<file path="src/irq_rate_pkg.sv">
// Shared constants and carriers for the interrupt flag and reduced-rate block
package irq_rate_pkg;

    // ========================================================
    // Register byte offsets on the APB window
    localparam logic [7:0] OFS_IRQ_ENABLE_0   = 8'h00;
    localparam logic [7:0] OFS_IRQ_FLAGS_8    = 8'h04;
    localparam logic [7:0] OFS_IRQ_ENABLE_8   = 8'h08;
    localparam logic [7:0] OFS_IRQ_CONTROL    = 8'h0C;
    localparam logic [7:0] OFS_RATE_CONTROL   = 8'h10;
    localparam logic [7:0] OFS_IRQ_FLAGS_0    = 8'h14;

    // ========================================================
    // Enable/flag register 0 fields
    localparam int BIT_TIMER0_OVF  = 5;
    localparam int BIT_PIN_CHANGE  = 4;
    localparam int BIT_EXT_PIN     = 0;
    localparam logic [7:0] MASK_REG0 = 8'h31;

    // Flag register 8 fields (measurement timers)
    localparam int BIT_MEAS2_WIDTH  = 5;
    localparam int BIT_MEAS2_PERIOD = 4;
    localparam int BIT_MEAS2_OVF    = 3;
    localparam int BIT_MEAS1_WIDTH  = 2;
    localparam int BIT_MEAS1_PERIOD = 1;
    localparam int BIT_MEAS1_OVF    = 0;
    localparam logic [7:0] MASK_REG8 = 8'h3F;

    // Interrupt control register fields
    localparam int BIT_GLOBAL_EN = 7;
    localparam int BIT_GROUP_EN  = 6;

    // Rate control register fields
    localparam int BIT_RATE_ON     = 7;
    localparam int BIT_WAKE_ON_IRQ = 6;
    localparam int BIT_RESUME_RET  = 5;
    localparam int POS_RATIO_SEL   = 0;

    // ========================================================
    // Reset values
    localparam logic [7:0] RST_REG8  = 8'h00;
    localparam logic [2:0] RST_RATIO = 3'h0;
    localparam logic [31:0] ZERO_WORD = 32'h0000_0000;

    // ========================================================
    // Carriers
    typedef struct packed {
        logic        psel;
        logic        penable;
        logic        pwrite;
        logic [7:0]  paddr;
        logic [31:0] pwdata;
    } apb_req_s;

    typedef struct packed {
        logic [31:0] prdata;
        logic        pready;
        logic        pslverr;
    } apb_rsp_s;

    typedef struct packed {
        logic [7:0] cnt;
        logic       exec;
        logic       fetch;
    } rate_state_s;

    typedef struct packed {
        logic [7:0] en0;
        logic [7:0] flag0;
        logic [7:0] en8;
        logic [7:0] flag8;
        logic       global_en;
        logic       group_en;
        logic       rate_on;
        logic       wake_on_irq;
        logic       resume_on_ret;
        logic [2:0] ratio_sel;
        logic [2:0] pin_sync;
        logic       pin_level;
        logic       irq_prev;
        logic       drain;
        logic       irq_vec;
        apb_rsp_s   apb;
    } ctrl_state_s;

endpackage

</file>
<file path="src/irq_flags_rate_ctrl.sv">
// Interrupt enable/flag registers with reduced instruction rate control
`timescale 1ns/1ps
`default_nettype none

// Notes on behaviour
// While reduced rate is on, CPU runs one cycle in every N.
// Ratio select 100 gives 1:32, 001 gives 1:4.
// Peripherals and flag logic keep running every clock while throttled.
// Next instruction is still prefetched ahead of each active cycle.
// With wake bit clear, handler runs at the reduced rate.
// With wake bit set, an interrupt clears reduced rate at once.
// On recovery, prefetched instruction runs first, then vectoring follows.
// Return from interrupt with resume bit set re-enables reduced rate.
// Enable 0: timer0 bit 5, pin change bit 4, pin bit 0.
// Enable 0 sources need only global; others need group enable too.
// Flag 8 holds width, period, overflow flags for both timers.
// Overflow flags are set by hardware and cleared only by software.
// Flags set on their condition regardless of any enable bit.
// Software should clear stale flags before setting an enable.
// Request goes out when an enabled flag meets its global enables.
module irq_flags_rate_ctrl (
    input  wire logic                  clk,
    input  wire logic                  rst,
    input  wire irq_rate_pkg::apb_req_s apb_req,
    output irq_rate_pkg::apb_rsp_s     apb_rsp,
    input  wire logic                  timer0_ovf_evt,
    input  wire logic                  pin_change_evt,
    input  wire logic                  ext_irq_pin,
    input  wire logic [5:0]            meas_evt,
    input  wire logic                  return_from_irq_instr,
    output logic                       irq_vector,
    output logic                       irq_line,
    output logic                       reduced_rate_on,
    output logic                       cpu_exec,
    output logic                       cpu_fetch
);
    import irq_rate_pkg::*;

    ctrl_state_s st;
    ctrl_state_s next_st;

    // ========================================================
    // Helpers

    // Sticky flag update: write-one-to-clear, a new event wins
    function automatic logic [7:0] sticky_update(
        input logic [7:0] cur,
        input logic [7:0] set_bits,
        input logic [7:0] clr_bits,
        input logic [7:0] mask
    );
        sticky_update = ((cur & ~clr_bits) | set_bits) & mask;
    endfunction

    // Byte lanes collapse to the low byte; upper bits read as zero
    function automatic logic [31:0] low_byte(input logic [7:0] v);
        low_byte = {24'h00_0000, v};
    endfunction

    // ========================================================
    // Bus decode and event collection
    logic       acc;
    logic       wr;
    logic       rd;
    logic       hit;
    logic [7:0] wbyte;
    logic [7:0] set0;
    logic [7:0] set8;
    logic [7:0] clr0;
    logic [7:0] clr8;
    logic       pin_rise;
    logic       pend0;
    logic       pend8;
    logic       irq_pend;
    logic       irq_arrive;

    always_comb begin
        // Access phase is answered after one wait state
        acc   = apb_req.psel && apb_req.penable && !st.apb.pready;
        wr    = acc && apb_req.pwrite;
        rd    = acc && !apb_req.pwrite;
        wbyte = apb_req.pwdata[7:0];
        unique case (apb_req.paddr)
            OFS_IRQ_ENABLE_0, OFS_IRQ_FLAGS_8, OFS_IRQ_ENABLE_8,
            OFS_IRQ_CONTROL, OFS_RATE_CONTROL, OFS_IRQ_FLAGS_0: hit = 1'b1;
            default: hit = 1'b0;
        endcase
    end

    // Pin edge only once second and third stages agree on a new level
    assign pin_rise = (st.pin_sync[1] == st.pin_sync[2])
                   && st.pin_sync[2] && !st.pin_level;

    // Hardware set terms, independent of any enable bit
    always_comb begin
        set0 = 8'h00;
        set0[BIT_TIMER0_OVF] = timer0_ovf_evt;
        set0[BIT_PIN_CHANGE] = pin_change_evt;
        set0[BIT_EXT_PIN]    = pin_rise;
        set8 = {2'b00, meas_evt};
        clr0 = (wr && hit && apb_req.paddr == OFS_IRQ_FLAGS_0)
             ? wbyte : 8'h00;
        clr8 = (wr && hit && apb_req.paddr == OFS_IRQ_FLAGS_8)
             ? wbyte : 8'h00;
    end

    // ========================================================
    // Interrupt qualification
    // Group 0 bypasses the peripheral group enable; group 8 needs it
    assign pend0    = |(st.flag0 & st.en0);
    assign pend8    = |(st.flag8 & st.en8);
    assign irq_pend = st.global_en
                   && (pend0 || (st.group_en && pend8));
    assign irq_arrive = irq_pend && !st.irq_prev;

    // ========================================================
    // Next-state logic
    always_comb begin
        next_st = st;

        // Pin synchroniser, three stages
        next_st.pin_sync = {st.pin_sync[1:0], ext_irq_pin};
        if (st.pin_sync[1] == st.pin_sync[2]) begin
            next_st.pin_level = st.pin_sync[2];
        end

        // Flags update every clock, throttled or not
        next_st.flag0 = sticky_update(st.flag0, set0, clr0,
                                      MASK_REG0);
        next_st.flag8 = sticky_update(st.flag8, set8, clr8,
                                      MASK_REG8);

        // Register writes
        if (wr && hit) begin
            unique case (apb_req.paddr)
                OFS_IRQ_ENABLE_0: begin
                    next_st.en0 = wbyte & MASK_REG0;
                end
                OFS_IRQ_ENABLE_8: begin
                    next_st.en8 = wbyte & MASK_REG8;
                end
                OFS_IRQ_CONTROL: begin
                    next_st.global_en = wbyte[BIT_GLOBAL_EN];
                    next_st.group_en  = wbyte[BIT_GROUP_EN];
                end
                OFS_RATE_CONTROL: begin
                    next_st.rate_on       = wbyte[BIT_RATE_ON];
                    next_st.wake_on_irq   = wbyte[BIT_WAKE_ON_IRQ];
                    next_st.resume_on_ret = wbyte[BIT_RESUME_RET];
                    next_st.ratio_sel     = wbyte[POS_RATIO_SEL +: 3];
                end
                default: begin
                    // Flag registers handled above
                end
            endcase
        end

        // Hardware rate changes override a same-cycle software write
        if (return_from_irq_instr && st.resume_on_ret) begin
            next_st.rate_on = 1'b1;
        end
        // Without wake, rate_on stays and the handler runs throttled
        if (irq_arrive && st.wake_on_irq && st.rate_on) begin
            next_st.rate_on = 1'b0;
            // One full-speed cycle for the prefetched instruction
            next_st.drain   = 1'b1;
        end else begin
            next_st.drain   = 1'b0;
        end

        // Vectoring held back while the prefetched instruction drains
        next_st.irq_vec  = irq_pend && !next_st.drain;
        next_st.irq_prev = irq_pend;

        // Bus answer
        next_st.apb.pready  = acc;
        next_st.apb.pslverr = acc && !hit;
        next_st.apb.prdata  = ZERO_WORD;
        if (rd && hit) begin
            unique case (apb_req.paddr)
                OFS_IRQ_ENABLE_0: next_st.apb.prdata = low_byte(st.en0);
                OFS_IRQ_FLAGS_8:  next_st.apb.prdata = low_byte(st.flag8);
                OFS_IRQ_ENABLE_8: next_st.apb.prdata = low_byte(st.en8);
                OFS_IRQ_FLAGS_0:  next_st.apb.prdata = low_byte(st.flag0);
                OFS_IRQ_CONTROL: begin
                    next_st.apb.prdata[BIT_GLOBAL_EN] = st.global_en;
                    next_st.apb.prdata[BIT_GROUP_EN]  = st.group_en;
                end
                OFS_RATE_CONTROL: begin
                    next_st.apb.prdata[BIT_RATE_ON]     = st.rate_on;
                    next_st.apb.prdata[BIT_WAKE_ON_IRQ] = st.wake_on_irq;
                    next_st.apb.prdata[BIT_RESUME_RET]  = st.resume_on_ret;
                    next_st.apb.prdata[POS_RATIO_SEL +: 3] = st.ratio_sel;
                end
                default: begin
                    next_st.apb.prdata = ZERO_WORD;
                end
            endcase
        end
    end

    // ========================================================
    // State register
    always_ff @(posedge clk) begin
        if (rst) begin
            st.en0           <= RST_REG8;
            st.flag0         <= RST_REG8;
            st.en8           <= RST_REG8;
            st.flag8         <= RST_REG8;
            st.global_en     <= 1'b0;
            st.group_en      <= 1'b0;
            st.rate_on       <= 1'b0;
            st.wake_on_irq   <= 1'b0;
            st.resume_on_ret <= 1'b0;
            st.ratio_sel     <= RST_RATIO;
            st.pin_sync      <= 3'h0;
            st.pin_level     <= 1'b0;
            st.irq_prev      <= 1'b0;
            st.drain         <= 1'b0;
            st.irq_vec       <= 1'b0;
            st.apb           <= '{prdata: ZERO_WORD, pready: 1'b0,
                                  pslverr: 1'b0};
        end else begin
            st <= next_st;
        end
    end

    // ========================================================
    // Instruction gate; peripherals never see it
    rate_gate u_rate_gate (
        .clk       (clk),
        .rst       (rst),
        .reduced   (st.rate_on),
        .ratio_sel (st.ratio_sel),
        .cpu_exec  (cpu_exec),
        .cpu_fetch (cpu_fetch)
    );

    // Outputs straight from state flops
    assign apb_rsp         = st.apb;
    assign irq_vector      = st.irq_vec;
    assign irq_line        = st.irq_vec;
    assign reduced_rate_on = st.rate_on;

endmodule

`default_nettype wire

</file>
<file path="src/rate_gate.sv">
// Instruction-cycle gate that lets one CPU cycle through in every N
`timescale 1ns/1ps
`default_nettype none

module rate_gate (
    input  wire logic       clk,
    input  wire logic       rst,
    input  wire logic       reduced,
    input  wire logic [2:0] ratio_sel,
    output logic            cpu_exec,
    output logic            cpu_fetch
);
    import irq_rate_pkg::*;

    rate_state_s st;
    rate_state_s next_st;
    logic [7:0]  last;

    // ========================================================
    // Period select: N = 2^(sel+1), so 001 is 1:4, 100 is 1:32
    always_comb begin
        last = 8'((9'h002 << ratio_sel) - 9'h001);
        next_st = st;
        if (!reduced) begin
            // Full speed: every cycle fetches and executes
            next_st.cnt   = 8'h00;
            next_st.exec  = 1'b1;
            next_st.fetch = 1'b1;
        end else begin
            next_st.cnt   = (st.cnt >= last) ? 8'h00 : 8'(st.cnt + 8'h01);
            next_st.exec  = (next_st.cnt == 8'h00);
            // Prefetch sits one cycle ahead of the active one
            next_st.fetch = (next_st.cnt == last);
        end
    end

    // State register
    always_ff @(posedge clk) begin
        if (rst) begin
            st <= '{cnt: 8'h00, exec: 1'b1, fetch: 1'b1};
        end else begin
            st <= next_st;
        end
    end

    assign cpu_exec  = st.exec;
    assign cpu_fetch = st.fetch;

endmodule

`default_nettype wire

</file>
<file path="config.mk">
export PLATFORM = sky130hd
export DESIGN_NAME = irq_flags_rate_ctrl
export DESIGN_NICKNAME = d
export VERILOG_FILES = /design/src/irq_rate_pkg.sv /design/src/irq_flags_rate_ctrl.sv /design/src/rate_gate.sv
export SDC_FILE = /design/constraint.sdc
export NUM_CORES = 1
export LEC_CHECK = 0
export BUFFER_PORTS_ARGS = -buffer_cell sky130_fd_sc_hd__buf_2
export CORE_ASPECT_RATIO = 1.5
export CORE_MARGIN = 1.5
export CORE_UTILIZATION = 55
export DETAILED_ROUTE_END_ITERATION = 8
export GPL_TIMING_DRIVEN = 0
export PLACE_DENSITY = 0.87
export SETUP_SLACK_MARGIN = 0.05
export SYNTH_ARGS = -nofsm -noshare
export SYNTH_HDL_FRONTEND = slang
export SYNTH_SLANG_ARGS = --single-unit
</file>
<file path="constraint.sdc">
create_clock -name clk -period 4.9 [get_ports clk]
set_clock_uncertainty 0.15 [all_clocks]
set_input_delay 0.49 -clock clk [delete_from_list [all_inputs] [get_ports clk]]
set_output_delay 0.49 -clock clk [all_outputs]
set_load 0.005 [all_outputs]
</file>
* Word level (Yosys, flattened, before mapping)
Cells that the tools add are included.
** Operators by class
- Mux-type cells :: 13
- Equality and inequality tests :: 7
- Bitwise logic cells :: 10
- Shift operators :: 1
- Add/subtract/negate cells :: 2
- Magnitude comparators :: 1
- Reductions and logical operators :: 40
** Operators with widths (number)
- $and A6 B6 Y6 :: 4
- $logic_and A1 B1 Y1 :: 18
- $mux W6 :: 3
- $eq A8 B4 Y1 const B :: 2
- $eq A8 B5 Y1 const B :: 2
- $logic_not A8 Y1 :: 2
- $mux W8 :: 2
- $pmux W2 S4 :: 2
- $reduce_or A8 Y1 :: 2
- $pmux W3 S5 :: 1
- $not A6 Y6 :: 2
- $or A6 B6 Y6 :: 2
- $reduce_and A2 Y1 :: 5
- $add A8 B1 Y8 const B :: 1
- $eq A8 B3 Y1 const B :: 1
- $eq A8 B8 Y1 :: 1
- $ge A8 B8 Y1 :: 1
- $shl A2 B3 Y8 const A :: 1
- $sub A8 B1 Y8 const B :: 1
- $logic_not A1 Y1 :: 6
- $reduce_or A2 Y1 :: 3
- $reduce_or A6 Y1 :: 1
- $pmux W1 S5 :: 1
- $reduce_bool A2 Y1 :: 2
- 5 further kinds :: 8
** Word-level totals
- Bits of input ports :: 55
- Output and inout port bits :: 39
- Logic and storage cells :: 95
- Bits in registers :: 76

* Depth between registers and ports, before layout
Gate-level depths: netlist (run 1).
- Depth in word-level cells :: 11
- Gate-level depth with buffers :: 15

* Modules after synthesis
A second synthesis (run 1) with hierarchy kept.
** Unflattened totals
- Cell total of the unflattened synthesis :: 319
- Area total of the unflattened synthesis :: 2896.5 µm²
** By module, submodules not included
- irq_flags_rate_ctrl :: seq. area each 840.8 µm², times used 1, area each 2067.0 µm², cells each 224
- rate_gate :: seq. area each 200.2 µm², times used 1, area each 829.5 µm², cells each 95

* Worst setup path before layout (run 1)
OpenSTA, ideal clock, no wires.
- Path type :: flip-flop to flip-flop
- From :: reg st[41] (netlist name)
- To :: reg u_rate_gate.st, in the netlist u_rate_gate.cpu_fetch
- Setup time :: 0.079 ns
- Period minus slack after synthesis :: 3.186 ns
- Setup slack :: 1.714 ns
- Data arrival time :: 2.956 ns
- Required time :: 4.671 ns
- Buffers on the path :: 2
- Cell stages (with the launch flop) :: 15
- Cells stage by stage :: dfxtp_1 buf_6 nor3_1 inv_1 ha_1 buf_4 xor2_1 a2bb2oi_1 ha_1 a21oi_1 o21ai_0 a21oi_2 or3b_1 a221o_1 a211oi_2
** Between the ends
- Longest elaborated chain between the ends :: 5
** Ends and longest elaborated chain
- $shl A2 B3 Y8 (*) :: RTL line rate_gate.sv:22 : last = 8'((9'h002 << ratio_sel) - 9'h001);
- $sub A8 B1 Y8 (*) :: RTL line rate_gate.sv:22
- $ge A8 B8 Y1 :: RTL line rate_gate.sv:30 : next_st.cnt = (st.cnt >= last) ? 8'h00 : 8'(st.cnt + 8'h01);
- $mux W8 :: RTL line rate_gate.sv:30
- $eq A8 B8 Y1 (*) :: RTL line rate_gate.sv:33 : next_st.fetch = (next_st.cnt == last);
- end signal, assigned :: RTL line rate_gate.sv:40 : st <= '{cnt: 8'h00, exec: 1'b1, fetch: 1'b1};
- end signal, assigned :: RTL line rate_gate.sv:42 : st <= next_st;
- end, declared :: RTL line rate_gate.sv:15 : rate_state_s st;
Every way passes the cells marked *; elsewhere a longest branch is shown, timed or not.
A chain may end at the register's enable or synchronous reset.

* Worst setup path after layout (run 1)
- From :: reg st[41] (netlist name)
- To :: reg u_rate_gate.st, in the netlist u_rate_gate.cpu_fetch
** Between the ends
- Longest elaborated chain between the ends :: 5
** Ends and longest elaborated chain (RTL line)
- $shl A2 B3 Y8 (*) :: rate_gate.sv:22
- $sub A8 B1 Y8 (*) :: rate_gate.sv:22
- $ge A8 B8 Y1 :: rate_gate.sv:30
- $mux W8 :: rate_gate.sv:30
- $eq A8 B8 Y1 (*) :: rate_gate.sv:33
Marked as above.

==> flow_summary.ini, run 1 <==
[sta]
max_slew.worst_pin.slew_ps = 585
fin_crit_sh = 0.765
rsz0062_at_grt = false
drv_slew = 0
min_period_ps = 3750
hold_viol = 0
fmax_mhz = 267
fin_setup_tns_ps = 0
setup_slack_ps = 1150
worst_slew_margin_rel = 0.608
setup_viol = 0

[routing]
drc = 0
wl_per_cell_microns = 13.0
vias = 2663
ant_nets = 0
routed_wirelength_microns = 6590
firstDrtPassIters = 4
vias_per_cell = 5.26
drtIter0Drc = 121

[worst_setup_path]
critPathBufInv = 3
worstPathRequired_ps = 4980
cp.arrival_ps = 3830
cp-start-kind = flop
endpoint_kind = flop
path_cells = buf_6, nor3_1, inv_1, ha_1, buf_4, xnor2_1, ha_1, a21oi_1, o21ai_0, a21oi_2, or3b_1, a221o_1, a211oi_2
path_delay_family = compound AO/OA/AOI/OAI gates
slowest_delay_ps = 490
worst-path-max-fanout = 8
crit_top_cell = ha_1
path_class = flop to flop
r2r-start = st[41]
slowest_stage = nor3_1
critPathLaunch = st[41]

[layout]
design_area_sq_um = 3350
area_growth_pct = 17.1
final_cell_mix = nand2_1, dfxtp_1, buf_2, nor2_1, buf_4
layout_commonest_cell = nand2_1
n_antenna_cell = 0
drive_gt1_frac = 0.233
fin_nets = 502

[flow_run]
maxCapViolations = 0

[synth]
synth_area_per_cell_sq_um = 7.88
ys_types = 45
netlist_instances = 363
ys_seq_area_frac = 0.364
syn_area_sq_um = 2860
synth_seq_cells = 52
yosys_warnings = 0

[die]
io_pins = 94
fp.dieW_microns = 61.9
core-area_sq_um = 5080
initial_core_util = 0.562
die_area_sq_um = 5650
chipHeight_microns = 91.3
fp-row-count = 32

[clocking]
cts_buffers = 5
cts_tree = yes
root_buffer = clkbuf_8
cts-resized-gates = 0
cts_setup_buffers = 0
clock_latency_ps = 310
cts_hold_buffers = 0
htree_levels = 2
clkTransAtPathRegs_ps = 90
clock_path_buffers = 2
cts.sinks = 52

[power]
power_density_nw_per_um2 = 225
irDropWorstVdd_mv = 0.215
p_total_mw = 0.755
p_leak_nw = 1.48

[global_routing]
grt_pass1_vias = 2429
grt.total_usage = 0.249
grt_max_degree = 17
grt_pass1_wl_microns = 10600
antenna_found_initial = 0
grt_remaining_overflow = 0

[placed_design]
dpl.hpwl_microns = 5200
portBuffers = 44
placed_area_sq_um = 3250
gp_congestion = 0.993
place_ws_ps = 1150

[status]
status = finished clean

[worst_hold_path]
worstHoldStart = meas_evt[0]
min_path_type = primary input to flop
## synth_stat cells (all sizes together)
master,instances,share of area
nor2,39,0.051
and3,3,0.0066
a22oi,7,0.018
a31oi,2,0.0044
mux2i,3,0.010
xnor2,7,0.021
and4b,2,0.0070
nor3b,2,0.0070
a2bb2oi,2,0.0061
buf,43,0.11
nand2,58,0.076
dfxtp,52,0.36
nand4,2,0.0044
o22ai,1,0.0022
a221oi,1,0.0031
a32oi,4,0.012
a22o,3,0.0092
inv,9,0.012
o32a,1,0.0035
clkbuf,10,0.013
and2,1,0.0022
o21bai,1,0.0026
or3b,1,0.0031
nor3,6,0.012
nor4,1,0.0022
ha,10,0.044
a21oi,34,0.061
and4,1,0.0031
clkinv,1,0.0017
or3,1,0.0022
a211oi,1,0.0044
o21ai,8,0.014
xor2,4,0.012
a222oi,2,0.0070
a311oi,2,0.0061
a221o,1,0.0035
mux2,2,0.0079
nand3,25,0.044
nor2b,9,0.020
conb,1,0.0013
## area by class of cell
cell class                 count  area, sq um
timing repair buffer          44          220
buffer                        53          364
multi-input combinational    271         1500
clock inverter                 2         15.0
tap                           68         85.1
fill                         487         1740
sequential                    52         1040
clock buffer                   6         82.6
inverter                      10         38.8
## logic make-up after synthesis
group,Yosys count,share of synthesized area
xor gates and xnor gates,11,0.0337
other,1,0.00131
muxes,5,0.0184
DFF,52,0.364
AOI/OAI and AO/OA,70,0.157
buffers and inverters,63,0.141
and+or+nand+nor,151,0.241
adders and majority gates,10,0.0437
## per-stage QoR
step	instances	hold WS (ps)	util
after floorplan	386	264	-
after global placement	498	272	0.640
after detailed placement	498	284	0.640
after CTS	506	228	0.659
after global routing	506	227	0.659
final	506	228	0.659
## registers in the layout (all words and copies together) (netlist names)
name,flops
u_rate_gate.cpu_fetch,1
u_rate_gate.st,8
next_st,2
apb_rsp,10
u_rate_gate.cpu_exec,1
reduced_rate_on,1
irq_line,1
st,28
## report_power, final
group | internal, mW | switching (mW)
combinational | 0.0314 | 0.0338
sequential | 0.429 | 0.00515
clock | 0.114 | 0.141
total | 0.575 | 0.180
## routing by layer
layer	vias to the layer above	share of wire	GRT usage
li1	1333	-	-
met4	0	0.035	0.126
met5	-	0	0
met2	93	0.55	0.450
met3	15	0.045	0.0342
met1	1222	0.37	0.261
## worst paths after layout
| check | endpoint | slack [ps] | depth (start not counted) |
|---|---|---|---|
| max | u_rate_gate.cpu_fetch | 1150 | 13 |
| min reg2reg | next_st[40] | 310 | 1 |
| max reg2reg | u_rate_gate.cpu_fetch | 1150 | 13 |
| min | st[49] | 230 | 3 |
## worst min-delay path: cells and delay by family
kind | cells | cell delay [ps]
buffers and inverters | 1 | 70
and+or+nand+nor | 1 | 60
AOI/OAI and AO/OA | 1 | 30
(Power assumes the default switching activity.)
==> run 2, diff against run 1 <==
--- a/config.mk
+++ b/config.mk
@@ -8,10 +8,10 @@
 export BUFFER_PORTS_ARGS = -buffer_cell sky130_fd_sc_hd__buf_2
 export CORE_ASPECT_RATIO = 1.5
 export CORE_MARGIN = 1.5
-export CORE_UTILIZATION = 55
+export CORE_UTILIZATION = 46
 export DETAILED_ROUTE_END_ITERATION = 8
 export GPL_TIMING_DRIVEN = 0
-export PLACE_DENSITY = 0.87
+export PLACE_DENSITY = 0.78
 export SETUP_SLACK_MARGIN = 0.05
 export SYNTH_ARGS = -nofsm -noshare
 export SYNTH_HDL_FRONTEND = slang
==> constraint.sdc (replaced) <==
create_clock -name clk -period 3.2 [get_ports clk]
set_clock_uncertainty 0.15 [all_clocks]
set_input_delay 0.32 -clock clk [delete_from_list [all_inputs] [get_ports clk]]
set_output_delay 0.32 -clock clk [all_outputs]
set_load 0.005 [all_outputs]
==> run 2 against run 1 <==
  * Worst hold slack got worse by 150 ps
  * Clock power grew 68%
  * Largest power group unchanged
  * Via count decreased by 0.56%
  * Register-to-register slack worse by 1000 ps
  * Worst setup slack worse by 1000 ps
  * Fmax up 21%
==> flow_summary.ini, run 2 (synthesis results as in run 1) <==
[status]
status = finished clean

[layout]
regMostFlops = st
area_growth_pct = 21.5
layout_commonest_cell = nand2_1
fillCellCount = 584
n_antenna_cell = 0
fin_nets = 507
utilization = 0.571
final_cell_mix = nand2_1, dfxtp_1, buf_2, buf_4, nor2_1
drive_gt1_frac = 0.261
largest_register_ff_count = 28

[power]
pwr-share-clk = 0.360
p_int_mw = 0.930
power_density_nw_per_um2 = 344
p_leak_nw = 1.52
power.share.switching = 0.222
p_seq_frac = 0.556
combPwrFrac = 0.084
power.switching_mw = 0.266
irDropWorstVdd_mv = 0.283

[worst_setup_path]
worst-path-max-fanout = 8
cp.arrival_ps = 3170
cp-start-kind = flop
rrSetupSlack_ps = 110
endpoint_kind = flop
worstPathRequired_ps = 3280
path_class = flop to flop

[routing]
routed-wl-met2_microns = 3710
routed_wirelength_microns = 6880
drc = 0
ant_nets = 0
wl_per_cell_microns = 13.4
wl_met3_microns = 216
vias = 2648
wl_met1_microns = 2690
drtIter0Drc = 115
firstDrtPassIters = 4
dr.max_layer_used = met4
vias_per_cell = 5.14

[sta]
min_period_ps = 3090
setup_viol = 0
rsz0062_at_grt = true
max_slew.worst_pin.slew_ps = 618
fin_crit_sh = 0.966
fmax_mhz = 323
hold_viol = 0
worst_slew_margin_rel = 0.586
fin_setup_tns_ps = 0
drv_slew = 0

[global_routing]
grt.total_usage = 0.215
grt_pass1_vias = 2395
antenna_found_initial = 0
grt_max_degree = 15
grt_pass1_wl_microns = 10900
grt_remaining_overflow = 0

[worst_hold_path]
min_path_type = primary input to flop

[clocking]
clock_path_buffers = 2
cts_buffers = 5
root_buffer = clkbuf_8
clock_latency_ps = 300
cts.sinks = 52
cts_hold_buffers = 0
htree_levels = 2
clkTransAtPathRegs_ps = 90
cts_tree = yes

[flow_run]
maxCapViolations = 0

[die]
core-area_sq_um = 6090
chipHeight_microns = 99.6
io_pins = 94
fp.dieW_microns = 67.4
fp-row-count = 35
initial_core_util = 0.470
die_area_sq_um = 6710

[placed_design]
dpl.hpwl_microns = 5190
portBuffers = 44
gp_congestion = 0.997
run 2: changes by cell type in the layout (fill, tap and decap cells not counted), moves of 2 or more:
| cell | change |
|---|---|
| o21ai_0 | -2 |
| buf_4 | +4 |
| ha_1 | -2 |
| clkinvlp_4 | -2 |
| o21ai_1 | +2 |
run 2: power by group through the flow:
stage                     clock, mW  sequential [mW]  combinational (mW)
after floorplan                   0            0.677              0.0641
after global placement            0            0.679              0.0975
after detailed placement          0            0.679              0.0985
after CTS                     0.437            0.664              0.0990
after global routing          0.463            0.666               0.112
final                         0.431            0.664               0.101
run 2: final timing paths:
path / end / start / cells past startpoint
setup / recovery: u_rate_gate.cpu_fetch / st[41] / 14
hold / removal: st[49] / meas_evt[0] / 3
setup reg to reg: u_rate_gate.cpu_fetch / st[41] / 14
hold reg to reg: next_st[40] / next_st[39] / 1
run 2: what timing repair did:
| action | in CTS | in global routing |
|---|---|---|
| pin swaps | 2 | 3 |
| gates resized for setup | 3 | 12 |
| endpoints found under the setup margin | 10 | 10 |
| cloned | 0 | 0 |
| setup buffers | 3 | 2 |
run 2: critical path: stages (launching register included):
cell	delay (ps)
dfxtp_2	320
buf_6	130
nor3_4	190
inv_1	60
ha_2	170
buf_8	140
a21oi_1	170
o32a_1	230
ha_4	230
a21oi_2	120
o21ai_1	80
a21oi_2	150
or3b_1	350
a221o_1	340
a211oi_2	180
run 2: final cells by class:
| cell class | count | area (sq um) | area share |
|---|---|---|---|
| Clock inverter | 1 | 30.0 | 0.00864 |
| Inverter | 10 | 38.8 | 0.0112 |
| Clock buffer | 5 | 68.8 | 0.0198 |
| Multi-Input combinational cell | 271 | 1570 | 0.453 |
| Timing Repair Buffer | 49 | 258 | 0.0742 |
| Buffer | 53 | 372 | 0.107 |
| Sequential cell | 52 | 1040 | 0.300 |
| Tap cell | 74 | 92.6 | 0.0266 |
run 2: metal layers:
metal / GRT usage / vias up
li1: - / 1342
met1: 0.230 / 1222
met2: 0.395 / 68
met3: 0.0339 / 16
met4: 0.107 / 0
met5: 0 / -
run 2: stage by stage:
| stage | instances | setup WS [ps] | area, sq um | hold WS [ps] | total power [mW] |
|---|---|---|---|---|---|
| 2_1_floorplan | 386 | 106 | 2950 | 264 | 0.741 |
| 3_3_place_gp | 504 | -276 | 3260 | 273 | 0.777 |
| 3_5_place_dp | 504 | -304 | 3260 | 286 | 0.778 |
| 4_1_cts | 513 | 51.4 | 3410 | 72.4 | 1.20 |
| 5_1_grt | 515 | -88.5 | 3470 | 67.7 | 1.24 |
| 6_report | 515 | 107 | 3470 | 73.1 | 1.20 |
